--- config.mk ---
export PLATFORM = sky130hd
export DESIGN_NAME = idls_top
export DESIGN_NICKNAME = d
export VERILOG_FILES = /design/src/design/idls_pkg.sv /design/src/design/idls_sw_if.sv /design/src/design/idls_debounce.sv /design/src/design/idls_switch.sv /design/src/design/idls_top.sv
export SDC_FILE = /design/constraint.sdc
export NUM_CORES = 1
export LEC_CHECK = 0
export ABC_AREA = 1
export BUFFER_PORTS_ARGS = -buffer_cell sky130_fd_sc_hd__buf_2
export CORE_MARGIN = 2
export CORE_UTILIZATION = 60
export DETAILED_ROUTE_END_ITERATION = 10
export MAX_ROUTING_LAYER = met4
export PLACE_DENSITY = 0.81
export SLEW_MARGIN = 20
export SYNTH_ARGS = -nofsm -noshare
export SYNTH_HDL_FRONTEND = slang
export SYNTH_SLANG_ARGS = --single-unit
--- constraint.sdc ---
create_clock -name ref_clk_i -period 9.2 [get_ports ref_clk_i]
set_clock_uncertainty 0.05 [all_clocks]
set_input_delay 0.92 -clock ref_clk_i [delete_from_list [all_inputs] [get_ports ref_clk_i]]
set_output_delay 0.92 -clock ref_clk_i [all_outputs]
set_load 0.1 [all_outputs]
--- src/design/idls_pkg.sv ---
/*
  Shared constants for the input debounce and local switch block: register map,
  field layouts, timing counts and the switch type decode.
  Assumes a 40 MHz reference clock and a 60 Hz power system.
*/
package idls_pkg;

  // Bus widths
  localparam int ADDR_W = 8;
  localparam int DATA_W = 16;

  // Block sizes
  localparam int NUM_INPUTS = 6;
  localparam int NUM_SWITCHES = 16;

  // Register offsets
  localparam logic [7:0] DEB_BASE = 8'h00;
  localparam logic [7:0] INPUT_STATE = 8'h08;
  localparam logic [7:0] LOCAL_BITS = 8'h09;
  localparam logic [7:0] SWITCH_CMD = 8'h0a;
  localparam logic [7:0] CFG_BASE = 8'h10;

  // Debounce setting field: hundredths of a cycle in [6:0]
  localparam int DEB_SET_W = 7;
  localparam logic [6:0] DEB_MAX_HUND = 7'h64;
  localparam int DEB_TICKS_LSB = 8;
  localparam int DEB_TICKS_W = 5;
  localparam logic [10:0] ROUND_BIAS = 11'h032;
  localparam logic [10:0] HUND_DIV = 11'h064;

  // Switch config field: label present bits
  localparam int LBL_NAME = 0;
  localparam int LBL_CLEAR = 1;
  localparam int LBL_SET = 2;
  localparam int LBL_PULSE = 3;
  localparam int CFG_TYPE_LSB = 4;

  // Switch command field: index [3:0], position [5:4]
  localparam int CMD_IDX_LSB = 0;
  localparam int CMD_POS_LSB = 4;
  localparam logic [1:0] POS_CLEAR = 2'h0;
  localparam logic [1:0] POS_SET = 2'h1;
  localparam logic [1:0] POS_PULSE = 2'h2;

  // Timing: one sixteenth of a 60 Hz cycle in ns, and in 25 ns clocks
  localparam int CLK_PERIOD_NS = 25;
  localparam int SIXTEENTH_CYCLE_NS = 1041666;
  localparam int SIXTEENTH_CLKS = SIXTEENTH_CYCLE_NS / CLK_PERIOD_NS;
  localparam logic [1:0] QUARTER_LAST = 2'h3;

  // Switch types
  typedef enum logic [2:0] {
    SW_DISABLED = 3'b000,
    SW_ON_OFF = 3'b001,
    SW_OFF_MOM = 3'b010,
    SW_ON_OFF_MOM = 3'b011,
    SW_INVALID = 3'b100
  } idls_sw_type_t;

  // Type follows from which labels are present
  function automatic idls_sw_type_t sw_type(input logic [3:0] labels);
    unique case (labels)
      4'b0000: return SW_DISABLED;
      4'b0111: return SW_ON_OFF;
      4'b1011: return SW_OFF_MOM;
      4'b1111: return SW_ON_OFF_MOM;
      default: return SW_INVALID;
    endcase
  endfunction

endpackage

--- src/design/idls_sw_if.sv ---
/*
  Carrier between the register front end and one local switch.
  Assumes the command strobe is one clock long.
*/
interface idls_sw_if;
  logic cmd_valid;
  logic [1:0] cmd_pos;
  logic [3:0] labels;
  logic local_bit;

  modport ctrl (output cmd_valid, output cmd_pos, output labels, input local_bit);
  modport sw (input cmd_valid, input cmd_pos, input labels, output local_bit);
endinterface

--- src/design/idls_debounce.sv ---
/*
  Symmetric pickup/dropout debounce for one isolated input.
  Assumes raw_i is synchronous, tick_i marks each sixteenth cycle and qtick_i
  every fourth tick.
*/
module idls_debounce (
  input wire logic ref_clk_i,
  input wire logic reset_i,
  input wire logic tick_i,
  input wire logic qtick_i,
  input wire logic raw_i,
  input wire logic [4:0] ticks_i,
  output logic state_o
);

  logic [4:0] cnt_reg;
  logic filt_reg;
  logic state_reg;

  // Same count for both edges; the old level seen at any tick restarts it
  always_ff @(posedge ref_clk_i or posedge reset_i)
  begin
    if (reset_i)
    begin
      cnt_reg <= 5'h00;
      filt_reg <= 1'b0;
    end
    else if (tick_i)
    begin
      if (raw_i == filt_reg)
        cnt_reg <= 5'h00;
      else if (cnt_reg + 5'h01 >= ticks_i)
      begin
        filt_reg <= raw_i;
        cnt_reg <= 5'h00;
      end
      else
        cnt_reg <= cnt_reg + 5'h01;
    end
  end

  // Visible bit refreshed once per processing interval
  always_ff @(posedge ref_clk_i or posedge reset_i)
  begin
    if (reset_i)
      state_reg <= 1'b0;
    else if (qtick_i)
      state_reg <= filt_reg;
  end

  assign state_o = state_reg;

  property p_zero_pass;
    @(posedge ref_clk_i) disable iff (reset_i)
    tick_i && ticks_i == 5'h00 |=> filt_reg == $past(raw_i);
  endproperty
  a_zero_pass: assert property (p_zero_pass) else $error("zero setting did not pass input");

  property p_hold_until_time;
    @(posedge ref_clk_i) disable iff (reset_i)
    tick_i && raw_i != filt_reg && cnt_reg + 5'h01 < ticks_i |=> $stable(filt_reg);
  endproperty
  a_hold_until_time: assert property (p_hold_until_time) else $error("input changed early");

  property p_state_on_qtick;
    @(posedge ref_clk_i) disable iff (reset_i)
    !qtick_i |=> $stable(state_o);
  endproperty
  a_state_on_qtick: assert property (p_state_on_qtick) else $error("state moved off interval");

  c_input_change: cover property (@(posedge ref_clk_i) disable iff (reset_i) $rose(state_o));

endmodule

--- src/design/idls_switch.sv ---
/*
  One local control switch driving one local bit.
  Assumes commands are one-clock strobes and qtick_i marks processing intervals.
*/
module idls_switch (
  input wire logic ref_clk_i,
  input wire logic reset_i,
  input wire logic qtick_i,
  idls_sw_if.sw bus
);

  idls_pkg::idls_sw_type_t sw_type;
  logic set_ok;
  logic clear_ok;
  logic pulse_ok;
  logic bit_reg;
  logic pend_reg;
  logic act_reg;

  // Positions usable only when their label is set and the type is legal
  always_comb
  begin
    sw_type = idls_pkg::sw_type(bus.labels);
    set_ok = sw_type == idls_pkg::SW_ON_OFF || sw_type == idls_pkg::SW_ON_OFF_MOM;
    pulse_ok = sw_type == idls_pkg::SW_OFF_MOM || sw_type == idls_pkg::SW_ON_OFF_MOM;
    clear_ok = set_ok || pulse_ok;
  end

  // Bit state, pending pulse and active pulse
  always_ff @(posedge ref_clk_i or posedge reset_i)
  begin
    if (reset_i)
    begin
      bit_reg <= 1'b0;
      pend_reg <= 1'b0;
      act_reg <= 1'b0;
    end
    else if (!clear_ok)
    begin
      bit_reg <= 1'b0;
      pend_reg <= 1'b0;
      act_reg <= 1'b0;
    end
    else if (bus.cmd_valid && bus.cmd_pos == idls_pkg::POS_SET && set_ok)
    begin
      bit_reg <= 1'b1;
      pend_reg <= 1'b0;
      act_reg <= 1'b0;
    end
    else if (bus.cmd_valid && bus.cmd_pos == idls_pkg::POS_CLEAR)
    begin
      bit_reg <= 1'b0;
      pend_reg <= 1'b0;
      act_reg <= 1'b0;
    end
    else
    begin
      if (bus.cmd_valid && bus.cmd_pos == idls_pkg::POS_PULSE && pulse_ok)
        pend_reg <= 1'b1;
      else if (qtick_i)
        pend_reg <= 1'b0;
      if (qtick_i)
      begin
        if (pend_reg)
        begin
          bit_reg <= 1'b1;
          act_reg <= 1'b1;
        end
        else if (act_reg)
        begin
          bit_reg <= 1'b0;
          act_reg <= 1'b0;
        end
      end
    end
  end

  assign bus.local_bit = bit_reg;

  property p_disabled_zero;
    @(posedge ref_clk_i) disable iff (reset_i)
    !clear_ok |=> !bus.local_bit;
  endproperty
  a_disabled_zero: assert property (p_disabled_zero) else $error("disabled switch bit set");

  property p_set_drives_one;
    @(posedge ref_clk_i) disable iff (reset_i)
    bus.cmd_valid && bus.cmd_pos == idls_pkg::POS_SET && set_ok |=> bus.local_bit;
  endproperty
  a_set_drives_one: assert property (p_set_drives_one) else $error("set did not assert bit");

  property p_pulse_one_interval;
    @(posedge ref_clk_i) disable iff (reset_i)
    qtick_i && act_reg && !pend_reg && !bus.cmd_valid && clear_ok |=> !bus.local_bit;
  endproperty
  a_pulse_one_interval: assert property (p_pulse_one_interval) else $error("pulse too long");

  property p_unlabelled_ignored;
    @(posedge ref_clk_i) disable iff (reset_i)
    bus.cmd_valid && bus.cmd_pos == idls_pkg::POS_SET && !set_ok && clear_ok && !qtick_i
      |=> $stable(bus.local_bit);
  endproperty
  a_unlabelled_ignored: assert property (p_unlabelled_ignored) else $error("absent position acted");

  c_pulse_seen: cover property (@(posedge ref_clk_i) disable iff (reset_i)
    $rose(act_reg));

endmodule

--- src/design/idls_top.sv ---
/*
  Isolated input debounce and sixteen local control switches with a plain
  register port: six debounce settings, the input state word, the local bit
  word, a switch command word and sixteen label presence words. Read data
  come from a flip-flop and stand for one cycle only; writes never wait.
  Assumes raw inputs are synchronous to ref_clk_i, a 40 MHz clock, a 60 Hz
  power system, and that power-loss retention of the local bits is handled
  by whatever preserves state around reset_i.
  Assumes the register master never raises both strobes in one cycle.
*/
// Overview of operation
// - One debounce setting per input serves both pickup and dropout.
// - Debounce settings from 0.00 to 1.00 cycle are accepted.
// - Entered debounce rounds to nearest sixteenth cycle; timer runs that.
// - Input state bits are refreshed once every quarter cycle.
// - Each input bit is just the debounced level, usable anywhere.
// - Sixteen identical local switches each drive one local bit.
// - A switch position exists only when its label is configured.
// - Set gives 1, clear gives 0, pulse gives 1 for one interval.
// - The name label names the switch, not any position.
// - Each switch is maintained, momentary, or maintained with momentary.
// - Maintained switch holds the last selected set or clear level.
// - Momentary switch rests at 0, pulses 1 for one quarter cycle.
// - Labels required depend on type: name, clear, then set/pulse.
// - All labels nulled disables the switch and forces bit to 0.
// - Bits keep state; a newly enabled switch starts at 0.
module idls_top #(
  parameter int SIXTEENTH_CLKS = idls_pkg::SIXTEENTH_CLKS
) (
  input wire logic ref_clk_i,
  input wire logic reset_i,
  input wire logic [5:0] raw_input_i,
  input wire logic [7:0] reg_addr_i,
  input wire logic [15:0] reg_wdata_i,
  input wire logic reg_wr_i,
  input wire logic reg_rd_i,
  output logic [15:0] reg_rdata_o,
  output logic [5:0] isolated_input_state_o,
  output logic [15:0] local_switch_bit_o,
  output logic proc_tick_o
);

  logic [16:0] div_reg;
  logic [1:0] quarter_reg;
  logic tick;
  logic qtick;
  logic [6:0] deb_set_reg [idls_pkg::NUM_INPUTS];
  logic [4:0] deb_ticks_reg [idls_pkg::NUM_INPUTS];
  logic [3:0] labels_reg [idls_pkg::NUM_SWITCHES];
  logic [15:0] rdata_reg;
  logic [15:0] rdata_next;
  logic cmd_wr;
  logic [3:0] cmd_idx;
  logic [1:0] cmd_pos;
  logic cfg_hit;
  logic deb_hit;
  logic [3:0] cfg_idx;
  logic [2:0] deb_idx;
  logic [17:0] ivl_cnt_reg;
  logic ivl_seen_reg;

  // Nearest sixteenth, half rounds up: (h*16 + 50) / 100
  function automatic logic [4:0] round16(input logic [6:0] hund);
    logic [10:0] prod;
    prod = ({4'h0, hund} << 4) + idls_pkg::ROUND_BIAS;
    return 5'(prod / idls_pkg::HUND_DIV);
  endfunction

  // Sixteenth-cycle divider and quarter-cycle grouping
  always_ff @(posedge ref_clk_i or posedge reset_i)
  begin
    if (reset_i)
    begin
      div_reg <= 17'h00000;
      quarter_reg <= 2'h0;
    end
    else if (tick)
    begin
      div_reg <= 17'h00000;
      quarter_reg <= quarter_reg + 2'h1;
    end
    else
      div_reg <= div_reg + 17'h00001;
  end

  assign tick = div_reg == 17'(SIXTEENTH_CLKS - 1);
  assign qtick = tick && quarter_reg == idls_pkg::QUARTER_LAST;
  assign proc_tick_o = qtick;

  // Clocks since the last processing tick, for the interval check
  always_ff @(posedge ref_clk_i or posedge reset_i)
  begin
    if (reset_i)
    begin
      ivl_cnt_reg <= 18'h00000;
      ivl_seen_reg <= 1'b0;
    end
    else if (qtick)
    begin
      ivl_cnt_reg <= 18'h00000;
      ivl_seen_reg <= 1'b1;
    end
    else
      ivl_cnt_reg <= ivl_cnt_reg + 18'h00001;
  end

  // Address decode
  always_comb
  begin
    deb_hit = reg_addr_i < 8'(idls_pkg::NUM_INPUTS);
    deb_idx = reg_addr_i[2:0];
    cfg_hit = reg_addr_i[7:4] == idls_pkg::CFG_BASE[7:4];
    cfg_idx = reg_addr_i[3:0];
    cmd_wr = reg_wr_i && reg_addr_i == idls_pkg::SWITCH_CMD;
    cmd_idx = reg_wdata_i[idls_pkg::CMD_IDX_LSB +: 4];
    cmd_pos = reg_wdata_i[idls_pkg::CMD_POS_LSB +: 2];
  end

  // Debounce settings; values above one cycle are refused
  always_ff @(posedge ref_clk_i or posedge reset_i)
  begin
    if (reset_i)
    begin
      for (int i = 0; i < idls_pkg::NUM_INPUTS; i++)
      begin
        deb_set_reg[i] <= 7'h00;
        deb_ticks_reg[i] <= 5'h00;
      end
    end
    else if (reg_wr_i && deb_hit && reg_wdata_i[6:0] <= idls_pkg::DEB_MAX_HUND
             && reg_wdata_i[15:7] == 9'h000)
    begin
      deb_set_reg[deb_idx] <= reg_wdata_i[6:0];
      deb_ticks_reg[deb_idx] <= round16(reg_wdata_i[6:0]);
    end
  end

  // Switch label presence registers
  always_ff @(posedge ref_clk_i or posedge reset_i)
  begin
    if (reset_i)
    begin
      for (int i = 0; i < idls_pkg::NUM_SWITCHES; i++)
        labels_reg[i] <= 4'h0;
    end
    else if (reg_wr_i && cfg_hit)
      labels_reg[cfg_idx] <= reg_wdata_i[3:0];
  end

  // Read mux; unmapped reads return zero
  always_comb
  begin
    rdata_next = 16'h0000;
    if (deb_hit)
    begin
      rdata_next[idls_pkg::DEB_SET_W-1:0] = deb_set_reg[deb_idx];
      rdata_next[idls_pkg::DEB_TICKS_LSB +: idls_pkg::DEB_TICKS_W] = deb_ticks_reg[deb_idx];
    end
    else if (reg_addr_i == idls_pkg::INPUT_STATE)
      rdata_next[5:0] = isolated_input_state_o;
    else if (reg_addr_i == idls_pkg::LOCAL_BITS)
      rdata_next = local_switch_bit_o;
    else if (cfg_hit)
    begin
      rdata_next[3:0] = labels_reg[cfg_idx];
      rdata_next[idls_pkg::CFG_TYPE_LSB +: 3] = idls_pkg::sw_type(labels_reg[cfg_idx]);
    end
  end

  // Read data stands only in the cycle after the strobe
  always_ff @(posedge ref_clk_i or posedge reset_i)
  begin
    if (reset_i)
      rdata_reg <= 16'h0000;
    else if (reg_rd_i)
      rdata_reg <= rdata_next;
    else
      rdata_reg <= 16'h0000;
  end

  assign reg_rdata_o = rdata_reg;

  // Debouncers, one per isolated input
  for (genvar g = 0; g < idls_pkg::NUM_INPUTS; g++)
  begin : g_in
    idls_debounce u_deb (
      .ref_clk_i(ref_clk_i),
      .reset_i(reset_i),
      .tick_i(tick),
      .qtick_i(qtick),
      .raw_i(raw_input_i[g]),
      .ticks_i(deb_ticks_reg[g]),
      .state_o(isolated_input_state_o[g])
    );
  end

  // Local switches, identical logic per bit
  for (genvar g = 0; g < idls_pkg::NUM_SWITCHES; g++)
  begin : g_sw
    idls_sw_if sw_if ();
    assign sw_if.cmd_valid = cmd_wr && cmd_idx == 4'(g);
    assign sw_if.cmd_pos = cmd_pos;
    assign sw_if.labels = labels_reg[g];
    assign local_switch_bit_o[g] = sw_if.local_bit;
    idls_switch u_sw (
      .ref_clk_i(ref_clk_i),
      .reset_i(reset_i),
      .qtick_i(qtick),
      .bus(sw_if.sw)
    );
  end

  property p_qtick_every_fourth;
    @(posedge ref_clk_i) disable iff (reset_i)
    qtick && ivl_seen_reg |-> tick && ivl_cnt_reg == 18'(4 * SIXTEENTH_CLKS - 1);
  endproperty
  a_qtick_every_fourth: assert property (p_qtick_every_fourth) else $error("bad interval tick");

  property p_round_nearest;
    @(posedge ref_clk_i) disable iff (reset_i)
    reg_wr_i && deb_hit && reg_wdata_i == 16'h0050
      |=> deb_ticks_reg[$past(deb_idx)] == 5'h0d;
  endproperty
  a_round_nearest: assert property (p_round_nearest) else $error("0.80 did not round to 13");

  property p_full_cycle;
    @(posedge ref_clk_i) disable iff (reset_i)
    reg_wr_i && deb_hit && reg_wdata_i == 16'h0064
      |=> deb_ticks_reg[$past(deb_idx)] == 5'h10;
  endproperty
  a_full_cycle: assert property (p_full_cycle) else $error("1.00 did not give 16");

  property p_out_of_range;
    @(posedge ref_clk_i) disable iff (reset_i)
    reg_wr_i && deb_hit && reg_wdata_i > 16'h0064
      |=> deb_set_reg[$past(deb_idx)] == $past(deb_set_reg[deb_idx]);
  endproperty
  a_out_of_range: assert property (p_out_of_range) else $error("over-range setting taken");

  property p_read_one_cycle;
    @(posedge ref_clk_i) disable iff (reset_i)
    !reg_rd_i |=> reg_rdata_o == 16'h0000;
  endproperty
  a_read_one_cycle: assert property (p_read_one_cycle) else $error("read data outside slot");

  property p_local_read;
    @(posedge ref_clk_i) disable iff (reset_i)
    reg_rd_i && reg_addr_i == 8'h09 |=> reg_rdata_o == $past(local_switch_bit_o);
  endproperty
  a_local_read: assert property (p_local_read) else $error("local bit readback wrong");

  // Register file contents and readback
  property p_input_read;
    @(posedge ref_clk_i) disable iff (reset_i)
    reg_rd_i && reg_addr_i == idls_pkg::INPUT_STATE
      |=> reg_rdata_o == {10'h000, $past(isolated_input_state_o)};
  endproperty
  a_input_read: assert property (p_input_read) else $error("input state readback wrong");

  property p_label_write;
    @(posedge ref_clk_i) disable iff (reset_i)
    reg_wr_i && cfg_hit |=> labels_reg[$past(cfg_idx)] == $past(reg_wdata_i[3:0]);
  endproperty
  a_label_write: assert property (p_label_write) else $error("label write lost");

  property p_deb_taken;
    @(posedge ref_clk_i) disable iff (reset_i)
    reg_wr_i && deb_hit && reg_wdata_i <= 16'h0064
      |=> deb_set_reg[$past(deb_idx)] == $past(reg_wdata_i[6:0]);
  endproperty
  a_deb_taken: assert property (p_deb_taken) else $error("in-range setting refused");

  property p_ticks_bounded;
    @(posedge ref_clk_i) disable iff (reset_i)
    reg_wr_i && deb_hit |=> deb_ticks_reg[$past(deb_idx)] <= 5'h10;
  endproperty
  a_ticks_bounded: assert property (p_ticks_bounded) else $error("rounded time above cycle");

  property p_type_full_read;
    @(posedge ref_clk_i) disable iff (reset_i)
    reg_rd_i && cfg_hit && labels_reg[cfg_idx] == 4'hf |=> reg_rdata_o[6:4] == 3'h3;
  endproperty
  a_type_full_read: assert property (p_type_full_read) else $error("three-way type wrong");

  property p_type_null_read;
    @(posedge ref_clk_i) disable iff (reset_i)
    reg_rd_i && cfg_hit && labels_reg[cfg_idx] == 4'h0 |=> reg_rdata_o[6:4] == 3'h0;
  endproperty
  a_type_null_read: assert property (p_type_null_read) else $error("nulled type wrong");

  c_cmd_write: cover property (@(posedge ref_clk_i) disable iff (reset_i) cmd_wr);
  c_qtick: cover property (@(posedge ref_clk_i) disable iff (reset_i) qtick);
  c_deb_refused: cover property (@(posedge ref_clk_i) disable iff (reset_i)
    reg_wr_i && deb_hit && reg_wdata_i > 16'h0064);

endmodule

# Word-level counts from Yosys, hierarchy flattened
# Index checks and enable logic that the tools add are counted.
# word_totals
ff_bits,261
inputBits,34
word_cells,796
# op_classes
reduce_logical,194
n_eq_ne,176
n_mux,299
bitwise,8
n_lt_le_gt_ge,12
addsub,9
div_mod_pow,1
# ops
op,n
$mux 1,242
$pmux 3 s4,17
$eq 4x4->1 const B,42
$ne 5x5->1 const B,32
$logic_and 1x1->1,104
$eq 3x2->1 const B,32
$eq 4x3->1 const B,21
$mux 5,16
$logic_not 4->1,18
$bwmux 64,1
$ne 4x4->1 const B,16
$eq 3x1->1 const B,16
$logic_or 1x1->1,48
$bwmux 42,1
$mux 7,6
$reduce_and 2->1,16
$add 5x1->5 const B,6
$bwmux 30,1
$ge 5x5->1,6
$eq 8x4->1 const B,3
$bmux 7 s3,1
$demux 7 s3,1
$reduce_and 3->1,6
$add 17x1->17 const B,1
31 further kinds,46

# Depth between registers and ports, before layout
# Gate-level depths: netlist of run 1.
# depth
ltp_word,11
mapped_depth,29
mapped_depth_nobuf,28

# Modules after synthesis
# Synthesis of run 1 repeated with hierarchy kept, for this count alone.
# hier_totals
hier_cells,2117
hier_area_um2,15816.4
# by_module_without_submodules
mod,cells_each,seq_area_each_um2,area_per_inst_um2,n_inst
idls_top,1089,4279.1,8827.2,1
idls_switch,38,75.1,244.0,16
idls_debounce,70,175.2,514.2,6

# Worst setup path before layout of run 1
# Ideal clock, no wire load.
# synth_timing
path_kind,input to register
from,in reg_wdata_i[0]
to,reg deb_ticks_reg[0] in the netlist's numbering
required_time_ps,9029
slack_ps,5428
setup_time_ps,121
arrival_ps,3600
cell_stages,26
cell_sequence,inv_2 > clkbuf_1 > ha_1 > inv_1 > nand2_1 > nand2_1 > nand2_4 > nand2_2 > inv_2 > o21ai_2 > nand2_4 > nand3b_1 > nand2_1 > inv_1 > ha_1 > inv_1 > nand2_1 > nand2_1 > ha_1 > inv_1 > nand3_1 > nand2_1 > nand2_1 > nand3_2 > nand2_1 > nand2_1
# synth_between
elab_chain_len,3
elab_cells_between_ends,6
cone_classes,add/sub: 1; div: 1; order compare: 1; mux: 1; reduce/logical: 2
# synth_rtl
element,line_no,rtl
start: declaration,idls_top.sv:34,"input wire logic [15:0] reg_wdata_i,"
$add 11x6->11 / $le 7x7->1 (equally long branches),"idls_top.sv:65, idls_top.sv:130",
$div 11x7->11 / $logic_and 1x1->1 (equally long branches),"idls_top.sv:66, idls_top.sv:130",
$bwmux 30 / $logic_and 1x1->1 (equally long branches),"idls_top.sv:134, idls_top.sv:131",
end signal: indexed assignment,idls_top.sv:134,deb_ticks_reg[deb_idx] <= round16(reg_wdata_i[6:0]);
end: declaration,idls_top.sv:48,logic [4:0] deb_ticks_reg [idls_pkg::NUM_INPUTS];
# Several ways; a longest one is shown, not always the timed one.
# A chain may end at the register's enable or synchronous reset.

# Worst setup path in the final report of run 1
# layout_timing
from,in reg_wdata_i[1]
to,reg deb_ticks_reg[20] in the netlist's numbering
# Same word-level chain as after synthesis.

==> summary.md, run 1 <==
| Metric | Value |
|---|---|
| Status | `finished, final reports clean` |
| H-tree depth | `1` |
| Largest net degree at the start of global routing | `137` |
| Via/cell ratio | `6.06` |
| Layout cells sized above 1 | `0.0918` |
| Later-pin clock latency in the skew report | `approximately 550 ps` |
| Core area | `23500 sq um` |
| Post-DRT Antenna Nets | `0` |
| Average instance area after synthesis | `about 8 sq um` |
| Slowest CP cell | `inv_1` |
| Worst EP required | `9580 ps` |
| Drt total wl | `around 42 mm` |
| Post-synthesis sequential area ratio | `0.454` |
| Port bufs | `roughly 70` |
| Slew at the pin closest to its max-slew limit | `1020 ps` |
| Seq cells post-synth | `261` |
| Post-route setup TNS | `0 ps` |
| Setup CP Type | `in -> reg` |
| Die Span Y | `between 150 and 200 um` |
| Post-synth EDFFs | `0` |
| RSZ-0062 raised after global routing | `no` |
| Final hold vios | `0` |
| Critical path startpoint category | `input pin` |
| Final Critical Period | `4070 ps` |
| Max reg flops | `64` |
| Total gr overflow | `0` |
| # IOs | `73` |
| Final nets | `around 1900` |
| Hold-fix buffers, CTS | `0` |
| Final period util | `0.442` |
| Slew margin rel. | `0.316` |
| Global placer's final weighted congestion | `~0.97` |
| Most common cell in the netlist | `nand2_1` |
| Final setup vio count | `0` |
| First-pass GRT wire length | `a little under 70 mm` |
| Pleak | `7.60 nW` |
| Top FF cell, synth | `dfrtp_1` |
| Drt first-iter violations | `1533` |
| Root Buffer | `clkbuf_16` |
| CP max stage delay | `just under 600 ps` |
| Peak VDD IR | `approximately 0.13 mV` |
| PD cells | `161 nW/um^2` |
| Post-synthesis async set-or-reset flop share | `1.00` |
| Synth cell types | `55` |
| Post-synthesis simple-gate area fraction | `0.220` |
| Vias in the first global route | `12500` |
| Pre-antenna DRT Iters | `6` |
| Synth top area share | `0.454` |
| Post-synthesis net count | `1895` |
| Largest family of logic cells by synthesized area | `simple AND/OR/NAND/NOR gates` |
| Hpwl dp | `30.3 mm` |
| Initial antenna violation count | `1` |
| CTS Buffer Depth | `3` |
| CTS buffer count | `28` |
| Max-slew violation count | `0` |
| Compound-Gate Fraction of Synth Area | `0.177` |
| Total GRT Usage | `0.343` |
| Critical-path maximum fanout | `26` |
| DR WL/cell | `roughly 19 um` |
| Synthesized cell area | `14400 sq um` |
| Post-CTS setup buffer count | `0` |
| Cell count after synthesis | `1814` |
| Chip Width | `159 um` |
| FMAX | `246 MHz` |
| TritonCTS clock tree | `yes` |
| Main area contributors after synthesis | `dfrtp_1 (45%), nand2_1 (10%), o21ai_0 (7.1%), inv_1 (5.6%), nor2_1 (4.1%)` |
| Die area | `25300 sq um` |
| # DRC | `0` |
| Clk slew on worst S/H paths | `roughly 60 ps` |
| YS warnings | `0` |
| Area Overhead vs Synth | `9.68%` |
| Crit path top cell by count | `nand2_1` |
| Clock sinks | `about 260` |
| Max-Cap Viols | `0` |
| Synth top cells by count | `nand2_1 (392), dfrtp_1 (261), inv_1 (214)` |
| Post_cts resized | `0` |
| Area of placed instances | `14900 sq um` |
| Final instance area | `15800 sq um` |
| Initial Util | `0.612` |
| Post-synth top area cell | `dfrtp_1` |
| Row Count | `between 50 and 60` |
| CP Capture Type | `flop` |
| Xor/xnor share of the synthesized area | `0.0188` |
| Synth Area in Adders | `0.0408` |
| Vias after detailed routing | `13300` |
| Worst hold-check path type | `reg -> reg` |
| Data arrival time of the worst path | `4450 ps` |
| Multiplexer area fraction after synthesis | `0.00504` |
| Tot Pwr | `0.00254 W` |
## layer usage
| metal | up-vias | part of all wire | global-route usage |
|---|---|---|---|
| li1 | 6155 | - | - |
| met1 | 6317 | 0.43 | 0.494 |
| met2 | 730 | 0.43 | 0.491 |
| met3 | 93 | 0.12 | 0.0807 |
| met4 | 0 | 0.025 | 0.0917 |
| met5 | - | 0 | - |
## area by class of cell
cell class / instances / area [sq um]
antenna: 2 / 5.00
clock buffer: 45 / 866
clock inverter: 4 / 47.5
fill: 2004 / 7750
inverter: 228 / 863
multi-input combinational: 1255 / 6660
sequential: 261 / 6530
tap: 319 / 399
timing repair buffer: 80 / 420
## metrics by stage
stage / worst slack [ps] / hold slack, ps / utilization / cells
final: 5130 / 436 / 0.671 / 2194
after global routing: 4750 / 459 / 0.671 / 2193
after CTS: 5140 / 438 / 0.671 / 2192
after detailed placement: 4600 / 423 / 0.632 / 2143
after global placement: 4770 / 416 / 0.632 / 2143
after floorplan: 1050 / 403 / - / 1814
## final timing paths
kind,start,endpoint,slack [ps],depth (start not counted)
worst max register to register,div_reg[10]$_DFF_PP0_,g_sw[5].u_sw.bus.local_bit$_DFFE_PP0P_,6250,8
worst min register to register,g_sw[14].sw_if.labels[3]$_DFFE_PP0P_,g_sw[14].sw_if.labels[3]$_DFFE_PP0P_,440,2
worst max-delay path,reg_wdata_i[1],deb_ticks_reg[20]$_DFFE_PP0P_,5130,25
min in group asynchronous,reset_i,g_sw[13].u_sw.pend_reg$_DFFE_PP0P_,450,2
max in group asynchronous,reset_i,deb_set_reg[19]$_DFFE_PP0P_,7280,3
worst min-delay path,g_sw[14].sw_if.labels[3]$_DFFE_PP0P_,g_sw[14].sw_if.labels[3]$_DFFE_PP0P_,440,2
## cells by family after synthesis
| family | after synthesis |
|---|---|
| adders and majority gates | 47 |
| AOI/OAI and AO/OA | 439 |
| DFF | 261 |
| xor gates and xnor gates | 30 |
| buffers and inverters | 298 |
| and+or+nand+nor | 732 |
| muxes | 7 |
## where the power goes
group          internal [W]  total (W)  switching [W]
clock network      0.000665    0.00113       0.000460
logic             0.0000635   0.000244       0.000181
registers           0.00116    0.00117      0.0000119
## critical path, delay by kind of cell
kind                     cells  cell delay (ps)
AND/OR/NAND/NOR             16             1690
AO/OA/AOI/OAI                2              270
adder cells (fa/ha/maj)      2              590
buffers and inverters        5              960
## layout by cell type, fill, tap and decap left out, drive strengths merged, types with 12 or more instances in the layout
master  instances
nor3           27
o22ai          52
a31oi          16
dfrtp         261
nor4           12
buf            80
nand4          29
xor2           26
clkbuf         45
ha             47
inv           221
nor2          161
a22oi          16
nand3          90
o21ai         212
a21oi          83
nand2         409
No activity file was read; power rests on OpenSTA's default activity.
==> run 2: changes to the inputs <==
--- a/config.mk
+++ b/config.mk
@@ -8,10 +8,10 @@
 export ABC_AREA = 1
 export BUFFER_PORTS_ARGS = -buffer_cell sky130_fd_sc_hd__buf_2
 export CORE_MARGIN = 2
-export CORE_UTILIZATION = 60
+export CORE_UTILIZATION = 56
 export DETAILED_ROUTE_END_ITERATION = 10
 export MAX_ROUTING_LAYER = met4
-export PLACE_DENSITY = 0.81
+export PLACE_DENSITY = 0.8
 export SLEW_MARGIN = 20
 export SYNTH_ARGS = -nofsm -noshare
 export SYNTH_HDL_FRONTEND = slang
==> constraint.sdc (replaced) <==
create_clock -name ref_clk_i -period 3.7 [get_ports ref_clk_i]
set_clock_uncertainty 0.05 [all_clocks]
set_input_delay 0.37 -clock ref_clk_i [delete_from_list [all_inputs] [get_ports ref_clk_i]]
set_output_delay 0.37 -clock ref_clk_i [all_outputs]
set_load 0.1 [all_outputs]
==> run 2 against run 1 <==
Cell count rose by 2.1%. Via count rose by 2.3%. Flip-flop and latch count did not move.
==> summary.md, run 2 (synthesis gave the netlist of run 1 again) <==
| Metric | Value |
|---|---|
| Chip Width | `164 um (was 159 um)` |
| RSZ-0062 raised after global routing | `no (unchanged)` |
| Post-route setup TNS | `0 ps (unchanged)` |
| Final setup vio count | `0 (unchanged)` |
| Reg2reg end | `g_sw[5].u_sw.bus.local_bit$_DFFE_PP0P_ (unchanged)` |
| R2r worst-path depth | `9 (was 8)` |
| Data arrival time of the worst path | `2670 ps (was 4450 ps)` |
| TritonCTS clock tree | `yes (unchanged)` |
| Pre-antenna DRT Iters | `6 (unchanged)` |
| Die Span Y | `164 um (was 159 um)` |
| Max-Cap Viols | `0 (unchanged)` |
| R2r setup slk | `940 ps (was 6250 ps)` |
| Worst R2R Start | `div_reg[14]$_DFF_PP0_ (was div_reg[10]$_DFF_PP0_)` |
| Final period util | `0.836` |
| Layout cells sized above 1 | `0.108 (was 0.0918)` |
| Status | `finished, final reports clean (unchanged)` |
| Initial Util | `0.572 (was 0.612)` |
| Later-pin clock latency in the skew report | `550 ps (about the same)` |
| Pleak | `7.79 nW (was 7.60 nW)` |
| DR WL/cell | `19.1 um (about the same)` |
| Total gr overflow | `0 (unchanged)` |
| Slew margin rel. | `0.551 (was 0.316)` |
| Post-DRT Antenna Nets | `0 (unchanged)` |
| FMAX | `323 MHz` |
| Vias in the first global route | `12800 (was 12500)` |
| Core area | `25200 sq um (was 23500 sq um)` |
| Peak VDD IR | `0.360 mV (was 0.127 mV)` |
| Max-slew violation count | `0 (unchanged)` |
| Drt first-iter violations | `1820 (was 1533)` |
| Clk slew on worst S/H paths | `70 ps (was 60 ps)` |
| Total GRT Usage | `0.332 (was 0.343)` |
| PD cells | `398 nW/um^2 (was 161 nW/um^2)` |
| H-tree depth | `1 (unchanged)` |
| CTS buffer count | `28 (unchanged)` |
| Root Buffer | `clkbuf_16 (unchanged)` |
| Slew at the pin closest to its max-slew limit | `668 ps (was 1020 ps)` |
| Hpwl dp | `31.3 mm (was 30.3 mm)` |
| CP Capture Type | `output port (was flop)` |
| Area Overhead vs Synth | `11.9% (was 9.68%)` |
| Post_cts resized | `0 (unchanged)` |
| First-pass GRT wire length | `68.1 mm (was 67.4 mm)` |
| Via/cell ratio | `6.07 (was 6.06)` |
| Global placer's final weighted congestion | `1.02 (was 0.972)` |
| Launch point of the worst hold path | `raw_input_i[2] (was g_sw[14].sw_if.labels[3]$_DFFE_PP0P_)` |
| Final Critical Period | `3090 ps` |
| Setup CP Type | `reg -> out (was in -> reg)` |
| Final instance area | `16100 sq um (was 15800 sq um)` |
| Critical-path maximum fanout | `13 (was 26)` |
| Vias after detailed routing | `13600 (was 13300)` |
| Final nets | `1969 (was 1935)` |
| Commonest non-fill, non-tap cell in the layout | `nand2_1 (unchanged)` |
| Hold depth | `3 (was 2)` |
| Worst hold-check path type | `in -> reg (was reg -> reg)` |
| Worst EP required | `3280 ps (was 9580 ps)` |
| Port bufs | `72 (unchanged)` |
| Final hold vios | `0 (unchanged)` |
| Max reg flops | `64 (unchanged)` |
| CTS Buffer Depth | `3 (unchanged)` |
| Die area | `27000 sq um (was 25300 sq um)` |
| # DRC | `0 (unchanged)` |
| Row Count | `58 (was 56)` |
| Hold_ws | `5.20 ps (was 436 ps)` |
| Commonest cells after routing, fill and taps aside | `nand2_1 (392), dfrtp_1 (261), inv_1 (213) (unchanged)` |
| Critical path startpoint category | `flop (was input pin)` |
| Worst hold path endpoint | `g_in[2].u_deb.filt_reg$_DFFE_PP0P_ (was g_sw[14].sw_if.labels[3]$_DFFE_PP0P_)` |
| Area of placed instances | `15200 sq um (was 14900 sq um)` |
| Largest net degree at the start of global routing | `94 (was 137)` |
| Clock sinks | `261 (unchanged)` |
| Initial antenna violation count | `0 (was 1)` |
| Drt total wl | `42.8 mm (was 42.0 mm)` |
| # IOs | `73 (unchanged)` |
| Final WS setup | `607 ps (was 5130 ps)` |
| Pre-CTS setup slack | `230 ps (was 4600 ps)` |
## run 2: cell count changes in the layout (fill, tap and decap cells not counted)
| cell | previous run | this run |
|---|---|---|
| buf_4 | 8 | 38 |
| clkbuf_8 | 8 | 6 |
| nor2_2 | 4 | 3 |
| buf_12 | 0 | 3 |
| bufinv_16 | 1 | 2 |
| inv_8 | 1 | 0 |
| diode_2 | 2 | 1 |
| dlygate4sd3_1 | 0 | 1 |
| clkinv_4 | 0 | 1 |
| nor2_1 | 156 | 157 |
| clkinv_2 | 2 | 6 |
## run 2: critical path, stage by stage, from the launching register on
cell,delay (ps)
dfrtp_1,410
inv_1,90
nand4_1,140
nor4_1,260
nand2_1,180
nor2_2,500
buf_2,540
## run 2: per-layer routing
layer / track usage / up-vias / routed length [um] / share of wire
met5: - / - / 0 / 0
li1: - / 6229 / - / -
met3: 0.0636 / 100 / 4740 / 0.11
met1: 0.473 / 6498 / 18200 / 0.42
met2: 0.483 / 770 / 18600 / 0.43
met4: 0.101 / 0 / 1290 / 0.030
## run 2: how the worst max path moves through the flow
stage                          start                            end  slack [ps]  cells after the start
4_1_cts         div_reg[8]$_DFF_PP0_                    proc_tick_o         640                      6
6_report       div_reg[14]$_DFF_PP0_                    proc_tick_o         610                      6
3_5_place_dp          reg_wdata_i[1]  deb_ticks_reg[15]$_DFFE_PP0P_         230                     26
5_1_grt               reg_wdata_i[1]  deb_ticks_reg[20]$_DFFE_PP0P_         410                     28
3_3_place_gp          reg_wdata_i[1]  deb_ticks_reg[20]$_DFFE_PP0P_         400                     27
2_1_floorplan                reset_i     deb_set_reg[0]$_DFFE_PP0P_        -160                      1
## run 2: metrics by stage
| stage | util | power, W | instances |
|---|---|---|---|
| finish | 0.640 | 0.00641 | 2241 |
| global route | 0.640 | 0.00662 | 2240 |
| CTS | 0.640 | 0.00641 | 2240 |
| detailed placement | 0.602 | 0.00359 | 2187 |
| global placement | 0.602 | 0.00357 | 2187 |
| floorplan | - | 0.00339 | 1814 |
## run 2: final cells by class
class | instances | area (sq um)
well taps | 330 | 413
multi-input cells | 1255 | 6660
clock inverters | 9 | 98.8
inverters | 228 | 860
repair buffers | 114 | 716
fillers | 2092 | 9060
diodes | 1 | 2.50
flip-flops and latches | 261 | 6530
clock buffers | 43 | 838
## run 2: timing repair
action / CTS / global route
endpoints found under the hold margin: 16 / 0
setup buffers: 0 / 0
hold buffers: 1 / 0
## run 2: power breakdown
part	switching [W]	total (W)	internal (W)
sequential	0.0000281	0.00292	0.00289
clock	0.00117	0.00286	0.00169
combinational	0.000458	0.000637	0.000179
total	0.00165	0.00641	0.00476
